--- src/hw/gpao_params.svh ---
// Purpose: Constants for the alarm output block.
// Assumes: 250 MHz system clock.
// Notes:   Offsets are byte addresses on the plain register port.
`ifndef GPAO_PARAMS_SVH
`define GPAO_PARAMS_SVH

`define GPAO_NUM_OUT       3
`define GPAO_NUM_EV        10
`define GPAO_NUM_DLY       5
`define GPAO_NUM_PORT      2

// Event bit positions; the delayable events sit at the bottom
`define GPAO_EV_HW_FAULT   0
`define GPAO_EV_LOCK_ERR   1
`define GPAO_EV_LOCK_WARN  2
`define GPAO_EV_TIME_ERR   3
`define GPAO_EV_TIME_WARN  4
`define GPAO_EV_SUPPLY     5
`define GPAO_EV_SECONDARY  6
`define GPAO_EV_ALARM_TIME 7
`define GPAO_EV_LOSS1      8
`define GPAO_EV_LOSS2      9

`define GPAO_ADDR_W        8
`define GPAO_DATA_W        32
`define GPAO_DLY_W         16
`define GPAO_MSC_W         18
`define GPAO_PCNT_W        28
`define GPAO_TIME_W        24

`define GPAO_OFF_SEL0      8'h00
`define GPAO_OFF_ALARM     8'h0C
`define GPAO_OFF_DLY0      8'h10
`define GPAO_OFF_STATUS    8'h24
`define GPAO_OFF_MASK      8'h28
`define GPAO_OFF_LIVE      8'h2C
`define GPAO_OFF_STRIDE    8'h04
`define GPAO_LIVE_OUT_LSB  16

`define GPAO_SEL_RST       10'h000
`define GPAO_EV_RST        10'h000
`define GPAO_ALARM_RST     24'h000000
`define GPAO_DLY_RST       16'h0000
`define GPAO_OUT_IDLE      3'h7
`define GPAO_RD_RST        32'h00000000

// Timing
`define GPAO_CLK_MHZ       250
`define GPAO_US_PER_MS     1000
`define GPAO_MS_PER_S      1000
`define GPAO_ALARM_PULSE_S 1
`define GPAO_LOSS_PULSE_MS 20

`endif

--- src/hw/gpao_pkg.sv ---
// Purpose: Types shared by the alarm output block.
// Assumes: Constants from the params header.
// Notes:   Indicator colours are two-bit codes.
`include "gpao_params.svh"
package gpao_pkg;

  typedef enum logic [1:0] {
    GPAO_OFF    = 2'h0,
    GPAO_GREEN  = 2'h1,
    GPAO_YELLOW = 2'h2,
    GPAO_RED    = 2'h3
  } gpao_color_type;

  typedef struct packed {
    gpao_color_type first_supply_indicator;
    gpao_color_type second_supply_indicator;
    gpao_color_type reference;
    gpao_color_type time_of_day;
  } gpao_ind_type;

  typedef struct packed {
    logic [7:0] hh;
    logic [7:0] mm;
    logic [7:0] ss;
  } gpao_hms_type;

  typedef logic [`GPAO_NUM_EV-1:0] gpao_ev_type;

  typedef enum logic [1:0] {
    GPAO_P_IDLE = 2'h1,
    GPAO_P_BUSY = 2'h2
  } gpao_pst_type;

endpackage

--- src/hw/gpao_pulse.sv ---
// Purpose: Fixed-length pulse timer started by a one-cycle fire strobe.
// Assumes: fire_i is a single-cycle strobe.
// Notes:   A fire during a pulse restarts the full length.
`timescale 1ns/1ns
`default_nettype none
`include "gpao_params.svh"
module gpao_pulse #(
  parameter int unsigned LEN_CYC = 1
) (
  // Clock and reset
  input  wire logic ref_clk_i,
  input  wire logic reset_i,
  input  wire logic ce_i,
  // Trigger and pulse
  input  wire logic fire_i,
  output logic      pulse_o
);

  gpao_pkg::gpao_pst_type    state_r;
  logic [`GPAO_PCNT_W-1:0]   cnt_r;
  logic                      last_w;

  assign last_w  = (cnt_r == `GPAO_PCNT_W'(LEN_CYC - 1));
  assign pulse_o = (state_r == gpao_pkg::GPAO_P_BUSY);

  always_ff @(posedge ref_clk_i or posedge reset_i) begin
    if (reset_i) begin
      state_r <= gpao_pkg::GPAO_P_IDLE;
    end else if (ce_i) begin
      case (state_r)
        gpao_pkg::GPAO_P_IDLE: begin
          if (fire_i) begin
            state_r <= gpao_pkg::GPAO_P_BUSY;
          end
        end
        gpao_pkg::GPAO_P_BUSY: begin
          if (last_w && !fire_i) begin
            state_r <= gpao_pkg::GPAO_P_IDLE;
          end
        end
        default: state_r <= gpao_pkg::GPAO_P_IDLE;
      endcase
    end
  end

  always_ff @(posedge ref_clk_i or posedge reset_i) begin
    if (reset_i) begin
      cnt_r <= '0;
    end else if (ce_i) begin
      if (fire_i || state_r != gpao_pkg::GPAO_P_BUSY) begin
        cnt_r <= '0;
      end else begin
        cnt_r <= cnt_r + `GPAO_PCNT_W'(1);
      end
    end
  end

endmodule
`default_nettype wire

--- src/hw/gpao_delay.sv ---
// Purpose: Persistence filter: passes a level once it has held for N ms.
// Assumes: delay_i is stable while the level is present.
// Notes:   A zero delay passes the level straight through.
`timescale 1ns/1ns
`default_nettype none
`include "gpao_params.svh"
module gpao_delay #(
  parameter int unsigned MS_CYC = 1
) (
  // Clock and reset
  input  wire logic                   ref_clk_i,
  input  wire logic                   reset_i,
  input  wire logic                   ce_i,
  // Level and setting
  input  wire logic                   level_i,
  input  wire logic [`GPAO_DLY_W-1:0] delay_i,
  output logic                        hit_o
);

  logic [`GPAO_MSC_W-1:0] sub_r;
  logic [`GPAO_DLY_W-1:0] ms_r;
  logic                   wrap_w;
  logic                   full_w;

  assign wrap_w = (sub_r == `GPAO_MSC_W'(MS_CYC - 1));
  assign full_w = (ms_r == '1);
  assign hit_o  = level_i && (ms_r >= delay_i);

  // Cycle prescaler restarts with each new occurrence
  always_ff @(posedge ref_clk_i or posedge reset_i) begin
    if (reset_i) begin
      sub_r <= '0;
    end else if (ce_i) begin
      if (!level_i || wrap_w) begin
        sub_r <= '0;
      end else begin
        sub_r <= sub_r + `GPAO_MSC_W'(1);
      end
    end
  end

  // Whole milliseconds of continuous presence, saturating
  always_ff @(posedge ref_clk_i or posedge reset_i) begin
    if (reset_i) begin
      ms_r <= '0;
    end else if (ce_i) begin
      if (!level_i) begin
        ms_r <= '0;
      end else if (wrap_w && !full_w) begin
        ms_r <= ms_r + `GPAO_DLY_W'(1);
      end
    end
  end

endmodule
`default_nettype wire

--- src/hw/gpao_top.sv ---
// Purpose: Three active-low alarm outputs driven by selected status events.
// Assumes: Status inputs synchronous to ref_clk_i; plain register port.
// Notes:   ce_i low freezes every register, register writes included.
//
// Our own choices: the register offsets and the address-and-strobe port.
`timescale 1ns/1ns
`default_nettype none
`include "gpao_params.svh"

// Functional notes
// Three outputs each assert on the OR of the events selected for it.
// Outputs are active low and follow level events while they last.
// The alarm-time event gives each selecting output one 1 s pulse.
// Each leader-loss event gives each selecting output one 20 ms pulse.
// Hardware fault is active while the fault indicator is lit.
// Supply fault is active while either supply indicator is red.
// Lock error follows a red, lock warning a yellow reference indicator.
// Time error follows a red, time warning a yellow time indicator.
// Secondary active is a level while the secondary reference is used.
// Alarm time fires when HH:MM:SS of the program time equals the set time.
// Leader loss fires per port on a change from active leader to passive.
// A delayed alarm asserts only after holding for its whole delay.
// Only fault, lock error/warning and time error/warning take delays.
// Reset idles outputs high, clears timers and primes edge detectors.
module gpao_top #(
  parameter int unsigned MS_CYC =
    `GPAO_CLK_MHZ * `GPAO_US_PER_MS,
  parameter int unsigned ALARM_PULSE_CYC =
    `GPAO_ALARM_PULSE_S * `GPAO_MS_PER_S * `GPAO_US_PER_MS * `GPAO_CLK_MHZ,
  parameter int unsigned LOSS_PULSE_CYC =
    `GPAO_LOSS_PULSE_MS * `GPAO_US_PER_MS * `GPAO_CLK_MHZ
) (
  // Clock, reset and enable
  input  wire logic                     ref_clk_i,
  input  wire logic                     reset_i,
  input  wire logic                     ce_i,
  // Register port
  input  wire logic [`GPAO_ADDR_W-1:0]  addr_i,
  input  wire logic [`GPAO_DATA_W-1:0]  wdata_i,
  input  wire logic                     wr_i,
  input  wire logic                     rd_i,
  output logic      [`GPAO_DATA_W-1:0]  rdata_o,
  // Instrument status
  input  wire logic                     fault_lit_i,
  input  wire gpao_pkg::gpao_ind_type   indicators_i,
  input  wire logic                     secondary_active_i,
  input  wire gpao_pkg::gpao_hms_type   prog_time_i,
  input  wire logic [`GPAO_NUM_PORT-1:0] timing_leader_i,
  // Alarm pins and interrupt
  output logic      [`GPAO_NUM_OUT-1:0] alarm_n_o,
  output logic                          irq_o
);

  function automatic logic gpao_is(input gpao_pkg::gpao_color_type c,
                                   input gpao_pkg::gpao_color_type want);
    gpao_is = (c == want);
  endfunction

  function automatic logic gpao_hit(input logic [`GPAO_ADDR_W-1:0] a,
                                    input logic [`GPAO_ADDR_W-1:0] off);
    gpao_hit = (a == off);
  endfunction

  // Configuration and status registers
  gpao_pkg::gpao_ev_type     sel_r [`GPAO_NUM_OUT];
  logic [`GPAO_DLY_W-1:0]    dly_r [`GPAO_NUM_DLY];
  gpao_pkg::gpao_hms_type    alarm_time_r;
  gpao_pkg::gpao_ev_type     status_r;
  gpao_pkg::gpao_ev_type     mask_r;
  logic [`GPAO_DATA_W-1:0]   rdata_r;
  logic                      irq_r;

  // Event path
  gpao_pkg::gpao_ev_type     raw_w;
  gpao_pkg::gpao_ev_type     eff_w;
  gpao_pkg::gpao_ev_type     eff_r;
  logic [`GPAO_NUM_DLY-1:0]  dly_hit_w;
  logic [`GPAO_NUM_OUT-1:0]  alarm_n_r;

  // Edge detection
  logic                      primed_r;
  logic                      match_w;
  logic                      match_prev_r;
  logic [`GPAO_NUM_PORT-1:0] leader_prev_r;
  logic                      alarm_fire_w;
  logic [`GPAO_NUM_PORT-1:0] loss_fire_w;
  logic                      alarm_pulse_w;
  logic [`GPAO_NUM_PORT-1:0] loss_pulse_w;

  gpao_pkg::gpao_ev_type     clr_w;
  logic [`GPAO_DATA_W-1:0]   rd_mux_w;

  // Raw levels from the indicator states and the other instrument status inputs
  always_comb begin
    raw_w = `GPAO_EV_RST;
    raw_w[`GPAO_EV_HW_FAULT]  = fault_lit_i;
    raw_w[`GPAO_EV_SUPPLY]    =
      gpao_is(indicators_i.first_supply_indicator, gpao_pkg::GPAO_RED) ||
      gpao_is(indicators_i.second_supply_indicator, gpao_pkg::GPAO_RED);

    raw_w[`GPAO_EV_LOCK_ERR]  =
      gpao_is(indicators_i.reference, gpao_pkg::GPAO_RED);
    raw_w[`GPAO_EV_LOCK_WARN] =
      gpao_is(indicators_i.reference, gpao_pkg::GPAO_YELLOW);
    raw_w[`GPAO_EV_TIME_ERR]  =
      gpao_is(indicators_i.time_of_day, gpao_pkg::GPAO_RED);
    raw_w[`GPAO_EV_TIME_WARN] =
      gpao_is(indicators_i.time_of_day, gpao_pkg::GPAO_YELLOW);
    raw_w[`GPAO_EV_SECONDARY] = secondary_active_i;
    raw_w[`GPAO_EV_ALARM_TIME] = match_w;
    raw_w[`GPAO_EV_LOSS1]     = !timing_leader_i[0];
    raw_w[`GPAO_EV_LOSS2]     = !timing_leader_i[1];
  end

  assign match_w = (prog_time_i == alarm_time_r);
  assign alarm_fire_w = primed_r && match_w && !match_prev_r;

  // Detectors take the live levels on the first enabled cycle, no firing
  always_ff @(posedge ref_clk_i or posedge reset_i) begin
    if (reset_i) begin
      primed_r      <= 1'b0;
      match_prev_r  <= 1'b0;
      leader_prev_r <= '0;
    end else if (ce_i) begin
      primed_r      <= 1'b1;
      match_prev_r  <= match_w;
      leader_prev_r <= timing_leader_i;
    end
  end

  gpao_pulse #(
    .LEN_CYC (ALARM_PULSE_CYC)
  ) u_alarm_pulse (
    .ref_clk_i (ref_clk_i),
    .reset_i   (reset_i),
    .ce_i      (ce_i),
    .fire_i    (alarm_fire_w),
    .pulse_o   (alarm_pulse_w)
  );

  genvar p;
  generate
    for (p = 0; p < `GPAO_NUM_PORT; p = p + 1) begin : g_port
      assign loss_fire_w[p] =
        primed_r && leader_prev_r[p] && !timing_leader_i[p];
      gpao_pulse #(
        .LEN_CYC (LOSS_PULSE_CYC)
      ) u_loss_pulse (
        .ref_clk_i (ref_clk_i),
        .reset_i   (reset_i),
        .ce_i      (ce_i),
        .fire_i    (loss_fire_w[p]),
        .pulse_o   (loss_pulse_w[p])
      );
    end
  endgenerate

  // Persistence filters on the delayable events only
  genvar d;
  generate
    for (d = 0; d < `GPAO_NUM_DLY; d = d + 1) begin : g_dly
      gpao_delay #(
        .MS_CYC (MS_CYC)
      ) u_delay (
        .ref_clk_i (ref_clk_i),
        .reset_i   (reset_i),
        .ce_i      (ce_i),
        .level_i   (raw_w[d]),
        .delay_i   (dly_r[d]),
        .hit_o     (dly_hit_w[d])
      );

      always_ff @(posedge ref_clk_i or posedge reset_i) begin
        if (reset_i) begin
          dly_r[d] <= `GPAO_DLY_RST;
        end else if (ce_i && wr_i && gpao_hit(addr_i,
            `GPAO_ADDR_W'(`GPAO_OFF_DLY0 + `GPAO_OFF_STRIDE * d))) begin
          dly_r[d] <= wdata_i[`GPAO_DLY_W-1:0];
        end
      end
    end
  endgenerate

  // Effective events: filtered, direct, or stretched into pulses
  always_comb begin
    eff_w = raw_w;
    eff_w[`GPAO_NUM_DLY-1:0]   = dly_hit_w;
    eff_w[`GPAO_EV_ALARM_TIME] = alarm_pulse_w;
    eff_w[`GPAO_EV_LOSS1]      = loss_pulse_w[0];
    eff_w[`GPAO_EV_LOSS2]      = loss_pulse_w[1];
  end

  genvar k;
  generate
    for (k = 0; k < `GPAO_NUM_OUT; k = k + 1) begin : g_out
      always_ff @(posedge ref_clk_i or posedge reset_i) begin
        if (reset_i) begin
          sel_r[k] <= `GPAO_SEL_RST;
        end else if (ce_i && wr_i && gpao_hit(addr_i,
            `GPAO_ADDR_W'(`GPAO_OFF_SEL0 + `GPAO_OFF_STRIDE * k))) begin
          sel_r[k] <= wdata_i[`GPAO_NUM_EV-1:0];
        end
      end

      // Pin low while any selected event is active
      always_ff @(posedge ref_clk_i or posedge reset_i) begin
        if (reset_i) begin
          alarm_n_r[k] <= 1'b1;
        end else if (ce_i) begin
          alarm_n_r[k] <= ~(|(sel_r[k] & eff_w));
        end
      end
    end
  endgenerate

  assign alarm_n_o = alarm_n_r;

  always_ff @(posedge ref_clk_i or posedge reset_i) begin
    if (reset_i) begin
      alarm_time_r <= `GPAO_ALARM_RST;
    end else if (ce_i && wr_i && gpao_hit(addr_i, `GPAO_OFF_ALARM)) begin
      alarm_time_r <= wdata_i[`GPAO_TIME_W-1:0];
    end
  end

  always_ff @(posedge ref_clk_i or posedge reset_i) begin
    if (reset_i) begin
      mask_r <= `GPAO_EV_RST;
    end else if (ce_i && wr_i && gpao_hit(addr_i, `GPAO_OFF_MASK)) begin
      mask_r <= wdata_i[`GPAO_NUM_EV-1:0];
    end
  end

  always_ff @(posedge ref_clk_i or posedge reset_i) begin
    if (reset_i) begin
      eff_r <= `GPAO_EV_RST;
    end else if (ce_i) begin
      eff_r <= eff_w;
    end
  end

  // Sticky status: a new onset beats a simultaneous write-one clear
  assign clr_w = (wr_i && gpao_hit(addr_i, `GPAO_OFF_STATUS)) ?
                 wdata_i[`GPAO_NUM_EV-1:0] : `GPAO_EV_RST;

  always_ff @(posedge ref_clk_i or posedge reset_i) begin
    if (reset_i) begin
      status_r <= `GPAO_EV_RST;
    end else if (ce_i) begin
      status_r <= (status_r & ~clr_w) | (eff_w & ~eff_r);
    end
  end

  always_ff @(posedge ref_clk_i or posedge reset_i) begin
    if (reset_i) begin
      irq_r <= 1'b0;
    end else if (ce_i) begin
      irq_r <= |(status_r & mask_r);
    end
  end

  assign irq_o = irq_r;

  // Read multiplexer; unmapped addresses read zero
  always_comb begin
    rd_mux_w = `GPAO_RD_RST;
    for (int i = 0; i < `GPAO_NUM_OUT; i++) begin
      if (gpao_hit(addr_i,
          `GPAO_ADDR_W'(`GPAO_OFF_SEL0 + `GPAO_OFF_STRIDE * i))) begin
        rd_mux_w[`GPAO_NUM_EV-1:0] = sel_r[i];
      end
    end
    for (int i = 0; i < `GPAO_NUM_DLY; i++) begin
      if (gpao_hit(addr_i,
          `GPAO_ADDR_W'(`GPAO_OFF_DLY0 + `GPAO_OFF_STRIDE * i))) begin
        rd_mux_w[`GPAO_DLY_W-1:0] = dly_r[i];
      end
    end
    if (gpao_hit(addr_i, `GPAO_OFF_ALARM)) begin
      rd_mux_w[`GPAO_TIME_W-1:0] = alarm_time_r;
    end
    if (gpao_hit(addr_i, `GPAO_OFF_STATUS)) begin
      rd_mux_w[`GPAO_NUM_EV-1:0] = status_r;
    end
    if (gpao_hit(addr_i, `GPAO_OFF_MASK)) begin
      rd_mux_w[`GPAO_NUM_EV-1:0] = mask_r;
    end
    if (gpao_hit(addr_i, `GPAO_OFF_LIVE)) begin
      rd_mux_w[`GPAO_NUM_EV-1:0] = eff_r;
      rd_mux_w[`GPAO_LIVE_OUT_LSB +: `GPAO_NUM_OUT] = ~alarm_n_r;
    end
  end

  // Data valid only in the cycle after the read strobe
  always_ff @(posedge ref_clk_i or posedge reset_i) begin
    if (reset_i) begin
      rdata_r <= `GPAO_RD_RST;
    end else if (ce_i) begin
      rdata_r <= rd_i ? rd_mux_w : `GPAO_RD_RST;
    end
  end

  assign rdata_o = rdata_r;

endmodule
`default_nettype wire

--- config.mk ---
export PLATFORM = sky130hd
export DESIGN_NAME = gpao_top
export DESIGN_NICKNAME = d
export VERILOG_FILES = /design/src/hw/gpao_pkg.sv /design/src/hw/gpao_pulse.sv /design/src/hw/gpao_delay.sv /design/src/hw/gpao_top.sv
export VERILOG_INCLUDE_DIRS = /design/src /design/src/hw
export SDC_FILE = /design/constraint.sdc
export NUM_CORES = 1
export LEC_CHECK = 0
export BUFFER_PORTS_ARGS = -buffer_cell sky130_fd_sc_hd__buf_2
export CORE_ASPECT_RATIO = 1.4
export CORE_MARGIN = 5
export CORE_UTILIZATION = 38
export CTS_CLUSTER_DIAMETER = 30
export DETAILED_ROUTE_END_ITERATION = 12
export SLEW_MARGIN = 20
export SYNTH_ARGS = -nofsm -noshare
export SYNTH_HDL_FRONTEND = slang
export SYNTH_SLANG_ARGS = --single-unit
--- constraint.sdc ---
create_clock -name ref_clk_i -period 32.9 [get_ports ref_clk_i]
set_clock_uncertainty 0.15 [all_clocks]
set_input_delay 9.87 -clock ref_clk_i [delete_from_list [all_inputs] [get_ports ref_clk_i]]
set_output_delay 9.87 -clock ref_clk_i [all_outputs]
set_load 0.1 [all_outputs]
After elaboration in Yosys (flattened, before gate mapping)

Index checks and enable logic that the tools add are counted.

$add $sub $neg: 13
Order comparisons: 5
Eq/ne operators: 51
Multiplexer cells: 42
Bitwise logic cells: 13
Reduce and logical (&&, ||, !) cells: 69

Operators with widths:

| kind                                             | number |
|---|---|
| two-way mux 16 bit                               | 15 |
| adder 18 x 1 -> 18 bit (second input constant)   | 5 |
| == test 18 bit (second input constant)           | 5 |
| two-way mux 18 bit                               | 5 |
| adder 28 x 1 -> 28 bit (second input constant)   | 3 |
| two-way mux 28 bit                               | 3 |
| adder 16 x 1 -> 16 bit (second input constant)   | 5 |
| == test 16 bit (second input constant)           | 5 |
| >= comparator 16 bit                             | 5 |
| two-way mux 10 bit                               | 7 |
| bitwise AND 10 bit                               | 6 |
| == test 28 x 23 -> 1 bit (second input constant) | 2 |
| two-way mux 24 bit                               | 2 |
| OR reduction 10 bit                              | 4 |
| == test 8 x 5 -> 1 bit (second input constant)   | 4 |
| == test 8 x 6 -> 1 bit (second input constant)   | 4 |
| logical AND 1 bit                                | 31 |
| == test 28 bit (second input constant)           | 1 |
| == test 24 bit                                   | 1 |
| NOT 10 bit                                       | 2 |
| == test 2 bit (second input constant)            | 9 |
| inequality test 2 bit (second input constant)    | 9 |
| == test 8 x 4 -> 1 bit (second input constant)   | 2 |
| logical NOT 1 bit                                | 16 |
| other kinds (13)                                 | 42 |

Register bits after elaboration: 464
Input bits: 81
Output and inout bits: 36
Logic and storage cells: 231

Logic depth before layout (Yosys ltp)

Depth after elaboration: 14
Depth in mapped cells: 9
Gate-level depth less buffers: 8

Hierarchy

Synthesis repeated with hierarchy kept, for this count alone.

Cells, all modules: 2,631
Area, all modules: 26,386.6 µm²

Modules (own cells, without submodules):

| module                                   | times used | cells each | area an instance (µm²) | seq. area each (µm²) |
|---|---|---|---|---|
| gpao_delay                               | 5          | 262        | 2,362.3                | 850.8 |
| gpao_top                                 | 1          | 799        | 9,660.5                | 4,908.5 |
| gpao_pulse at g_port[0].u_loss_pulse ... | 2          | 175        | 1,654.1                | 752.0 |
| gpao_pulse at u_alarm_pulse              | 1          | 172        | 1,606.5                | 752.0 |

Worst setup path after synthesis

No wires, ideal clock.

Path kind: input -> register
From: in addr_i[5]
To: reg rdata_r[0], in the netlist rdata_o[0]
Setup time: 87 ps
Data arrival time: 11,621 ps
Required time: 32,663 ps
Path slack: 21,042 ps
Stages: 7
Path buffers: 1
Cells stage by stage: or4_4 -> or3_1 -> clkbuf_1 -> a2bb2oi_1 -> or3_1 -> a31o_1 -> a22oi_1

Cells in the longest elaborated chain, start to end: 14
Elaborated cells between the ends (all ways): 25
Classes of those cells: eq/ne: 11; mux: 13; reduce/logical: 1

Ends and longest elaborated chain:

| element                               | line            | text |
|---|---|---|
| start: declaration                    | gpao_top.sv:38  | `` input wire logic [`GPAO_ADDR_W-1:0] addr_i, `` |
| logical NOT 8 bit                     | gpao_top.sv:61  | `gpao_hit = (a == off);` |
| two-way mux 10 bit (3 in series)      | gpao_top.sv:268 | `if (gpao_hit(addr_i,` |
| two-way mux 16 bit (5 in series)      | gpao_top.sv:274 | `if (gpao_hit(addr_i,` |
| two-way mux 24 bit                    | gpao_top.sv:279 | `` if (gpao_hit(addr_i, `GPAO_OFF_ALARM)) begin `` |
| two-way mux 10 bit                    | gpao_top.sv:282 | `` if (gpao_hit(addr_i, `GPAO_OFF_STATUS)) begin `` |
| two-way mux 10 bit                    | gpao_top.sv:285 | `` if (gpao_hit(addr_i, `GPAO_OFF_MASK)) begin `` |
| two-way mux 10 bit *                  | gpao_top.sv:288 | `` if (gpao_hit(addr_i, `GPAO_OFF_LIVE)) begin `` |
| two-way mux 24 bit (no source line) * | -               |  |
| end signal: assignment                | gpao_top.sv:297 | `` rdata_r <= `GPAO_RD_RST; `` |
| end signal: assignment                | gpao_top.sv:299 | `` rdata_r <= rd_i ? rd_mux_w : `GPAO_RD_RST; `` |
| end: declaration                      | gpao_top.sv:70  | `` logic [`GPAO_DATA_W-1:0] rdata_r; `` |

Mark *: on every way between the ends. The rest lies on a longest branch, timed or not.
A chain may end at the register's enable or synchronous reset.

Worst setup path in the final report

From: in addr_i[2]
To: reg dly_r[28] in the netlist's numbering

Cells in the longest elaborated chain, start to end: 2

Ends and longest elaborated chain:

| element                        | line            | text |
|---|---|---|
| == test 8 x 5 -> 1 bit         | gpao_top.sv:61  |  |
| logical AND 1 bit              | gpao_top.sv:176 | `end else if (ce_i && wr_i && gpao_hit(addr_i,` |
| end signal: indexed assignment | gpao_top.sv:175 | `` dly_r[d] <= `GPAO_DLY_RST; `` |
| end signal: indexed assignment | gpao_top.sv:178 | `` dly_r[d] <= wdata_i[`GPAO_DLY_W-1:0]; `` |
| end: declaration               | gpao_top.sv:66  | `` logic [`GPAO_DLY_W-1:0] dly_r [`GPAO_NUM_DLY]; `` |

Every way passes these cells.

==> summary.txt <==
STA
  • Rel. slew slack: 23.7%
  • Fin crit share: around 37%
  • Maximum clock frequency: roughly 0.08 GHz
  • Worst Tran Pin Value: approximately 1.1 ns
  • Final setup margin: between 20 and 25 ns
  • Min Clock Period, post-route: 12.32 ns
  • Slew Viols, Final: 0
  • Setup TNS: 0 ns
  • Setup-failing EPs final: 0
  • RSZ-0062 raised after global routing: false
  • Final Hold Viols: 0

Critical path
  • Max incr delay on CP: 0.71 ns
  • CP Cell Sequence: buf_2, nand4bb_1, nor2_2, nand2_1, mux2_2
  • WP data arrival: 12.69 ns
  • Critical path fanouts, max: 27
  • CP startpoint kind: primary input
  • Crit end category: register
  • Crit path buf inv count: 1
  • Worst path required time: 33.27 ns
  • Crit-path leading delay family: simple AND/OR/NAND/NOR gates
  • Cell depth of the worst flop-to-flop path: 6
  • Slowest cell on the critical path: nor2_2
  • CP Depth: 5
  • WS Path Type: in2reg

Final layout
  • NumNets Final: between 2000 and 3000
  • Fill cells: 5998
  • Area Overhead vs Synth: 18.7%
  • Core Util, Final: 45.6%
  • Area occupied by multi-input gates: 0.0121 mm^2
  • Layout cells sized above 1: between 10% and 20%
  • Finished Layout Cells: 3492
  • Register area: 0.0114 mm^2

Synthesis
  • Area leader, netlist: dfrtp_1
  • EDFF count, synth: 0
  • Most frequent cell after synthesis: dfrtp_1
  • Sequential area share after synthesis: 46.9%
  • Ys async rst share: 100%
  • Synth cell types: 79
  • Share of the synthesized area in the top cell type: 46.2%
  • Main synth FF type: dfrtp_1
  • Commonest cells in the netlist: dfrtp_1 (450), nor2_1 (245), nand2_1 (199)
  • Top cells by area, synth: dfrtp_1 (46%), mux2_2 (7.1%), ha_1 (4.8%)
  • Seq cells post-synth: 456
  • Synthesized cell area: ~0.024 mm^2
  • Syn_area_per_cell: 9.90 um^2
  • Synthesis Warnings: 0
  • Mapped Cells: 2462

Global route
  • Vias in the first global route: 20100
  • Antenna violations before repair: 6
  • Global-route wire length before repair: 109 mm
  • GRT Util Overall: 19.5%
  • Overflow after GRT: 0
  • Largest net degree at the start of global routing: 102

Power
  • Peak VDD IR: 0.0463 mV
  • Total power: 1.65 mW
  • Cell area power density: 57.2 mW/mm^2
  • LEAKAGE: 13.0 nW

Worst hold path
  • Hold WC Path Type: reg2reg
  • Hold Path Stages: 1

Floorplanning
  • Die ar.: 0.0694 mm^2
  • Core ar.: 0.0634 mm^2
  • # rows: 109
  • I/O pins: 117
  • Die Y: ~310 um
  • Initial Utilization: 38.4%
  • DIE WIDTH: 224 um

Routing
  • Vias per cell: 5.60
  • Initial DRC count: 1227
  • Routed WL per cell: a little under 20 um
  • ANT nets after route: 0
  • # DRC: 0
  • First-pass detailed-route iteration total: 9
  • DRT Wirelength: 68.1 mm
  • Vias: around 20000

Clock network
  • CTS buffer count: 92
  • H-tree depth reported by CTS: 3
  • CTS Buffer Depth: 3
  • Sink Count: 456
  • CTS Root Cell: clkbuf_16
  • Clock latency on the worst-skew pair: 0.64 ns
  • Cts repair resizes: 0
  • Setup bufs post-CTS: 0
  • CTS tree: yes
  • Worst-path clk slew: 0.05 ns
  • Hold buffers post-CTS: 0

Run status
  • Status: completed

Job
  • Max_cap viols: 0

Placement
  • Post-Place Cells: around 3300
  • Port bufs: 100
  • DP HPWL: 48.5 mm
  • Setup Slack @ Placement: about 20 ns
  • Global placement routability congestion: ~0.96
## report_power, final
| part | leakage, nW | switching [mW] | internal [mW] | total (mW) |
|---|---|---|---|---|
| Clock | 1.58 | 0.334 | 0.632 | 0.967 |
| Combinational | 5.18 | 0.0665 | 0.0290 | 0.0956 |
| Sequential | 6.25 | 0.0154 | 0.577 | 0.592 |
| Total | 13.0 | 0.416 | 1.24 | 1.65 |
## cell usage in the layout, fill, tap and decap left out, drive strengths merged, types with 24 or more instances in the layout
cell	n
dfrtp	450
nor2	247
nand2	202
mux2	153
inv	137
o21ai	136
buf	120
xor2	119
nand3	116
clkbuf	108
ha	93
a21oi	92
nand4	77
and3	57
or3	50
xnor2	45
clkinv	28
o31ai	27
nor4	27
a22oi	24
## final cells by class
| cell class | count | area share, % |
|---|---|---|
| Tap cell | 832 | 3.60 |
| Clock buffer | 108 | 8.55 |
| Clock inverter | 63 | 2.72 |
| Multi-Input combinational cell | 1788 | 41.7 |
| Antenna cell | 3 | 0.0260 |
| Inverter | 122 | 1.61 |
| Sequential cell | 456 | 39.5 |
| Timing Repair Buffer | 120 | 2.28 |
## sequential cells by signal, summed over array words and instances, names as in the netlist, 10 cells and up
register                   count
u_alarm_pulse.cnt_r           28
dly_r                         80
rdata_o                       24
g_dly.u_delay.ms_r            80
status_r                      10
g_dly.u_delay.sub_r           90
eff_r                         10
g_port.u_loss_pulse.cnt_r     56
sel_r                         30
mask_r                        10
alarm_time_r                  24
## kinds of logic after synthesis
kind of cell | share of synthesized area, %
other cells | 0.0154
xor+xnor | 5.90
fa+ha+maj | 4.78
compound gates | 12.1
flops | 46.9
simple gates | 18.8
buf+inv | 3.67
mux | 7.82
## stage by stage
stage	cell area [um^2]	hold WS, ns
detailed placement	25700	0.315
CTS	28900	0.313
floorplan	24400	0.288
finish	28900	0.315
global placement	25700	0.301
global route	28900	0.328
## worst paths after layout
| check | start | endpoint | slack [ns] |
|---|---|---|---|
| setup / recovery | addr_i[2] | dly_r[28] | 20.58 |
| hold / removal | eff_r[6] | status_r[6] | 0.31 |
| setup reg to reg | alarm_time_r[6] | u_alarm_pulse.cnt_r[3] | 29.61 |
| hold reg to reg | eff_r[6] | status_r[6] | 0.31 |
| max in group asynchronous | reset_i | g_dly[3].u_delay.sub_r[11] | 21.03 |
| min in group asynchronous | reset_i | g_port[1].u_loss_pulse.cnt_r[19] | 9.20 |
## layer usage
layer / share of wire, % / wire, um / GRT usage [%] / up-vias
met3: 4.9 / 3330 / 3.57 / 167
met2: 52 / 35100 / 35.3 / 505
met1: 39 / 26800 / 22.5 / 9733
li1: - / - / - / 9132
met5: 0.041 / 28 / 0 / -
met4: 4.1 / 2760 / 8.49 / 4
## worst register-to-register path, delay by kind of cell (launching register included)
kind	cells	cell delay, ns
and+or+nand+nor	4	1.78
DFF	1	0.45
xor gates and xnor gates	1	0.19
AOI/OAI and AO/OA	1	0.56
(Power assumes the default switching activity.)
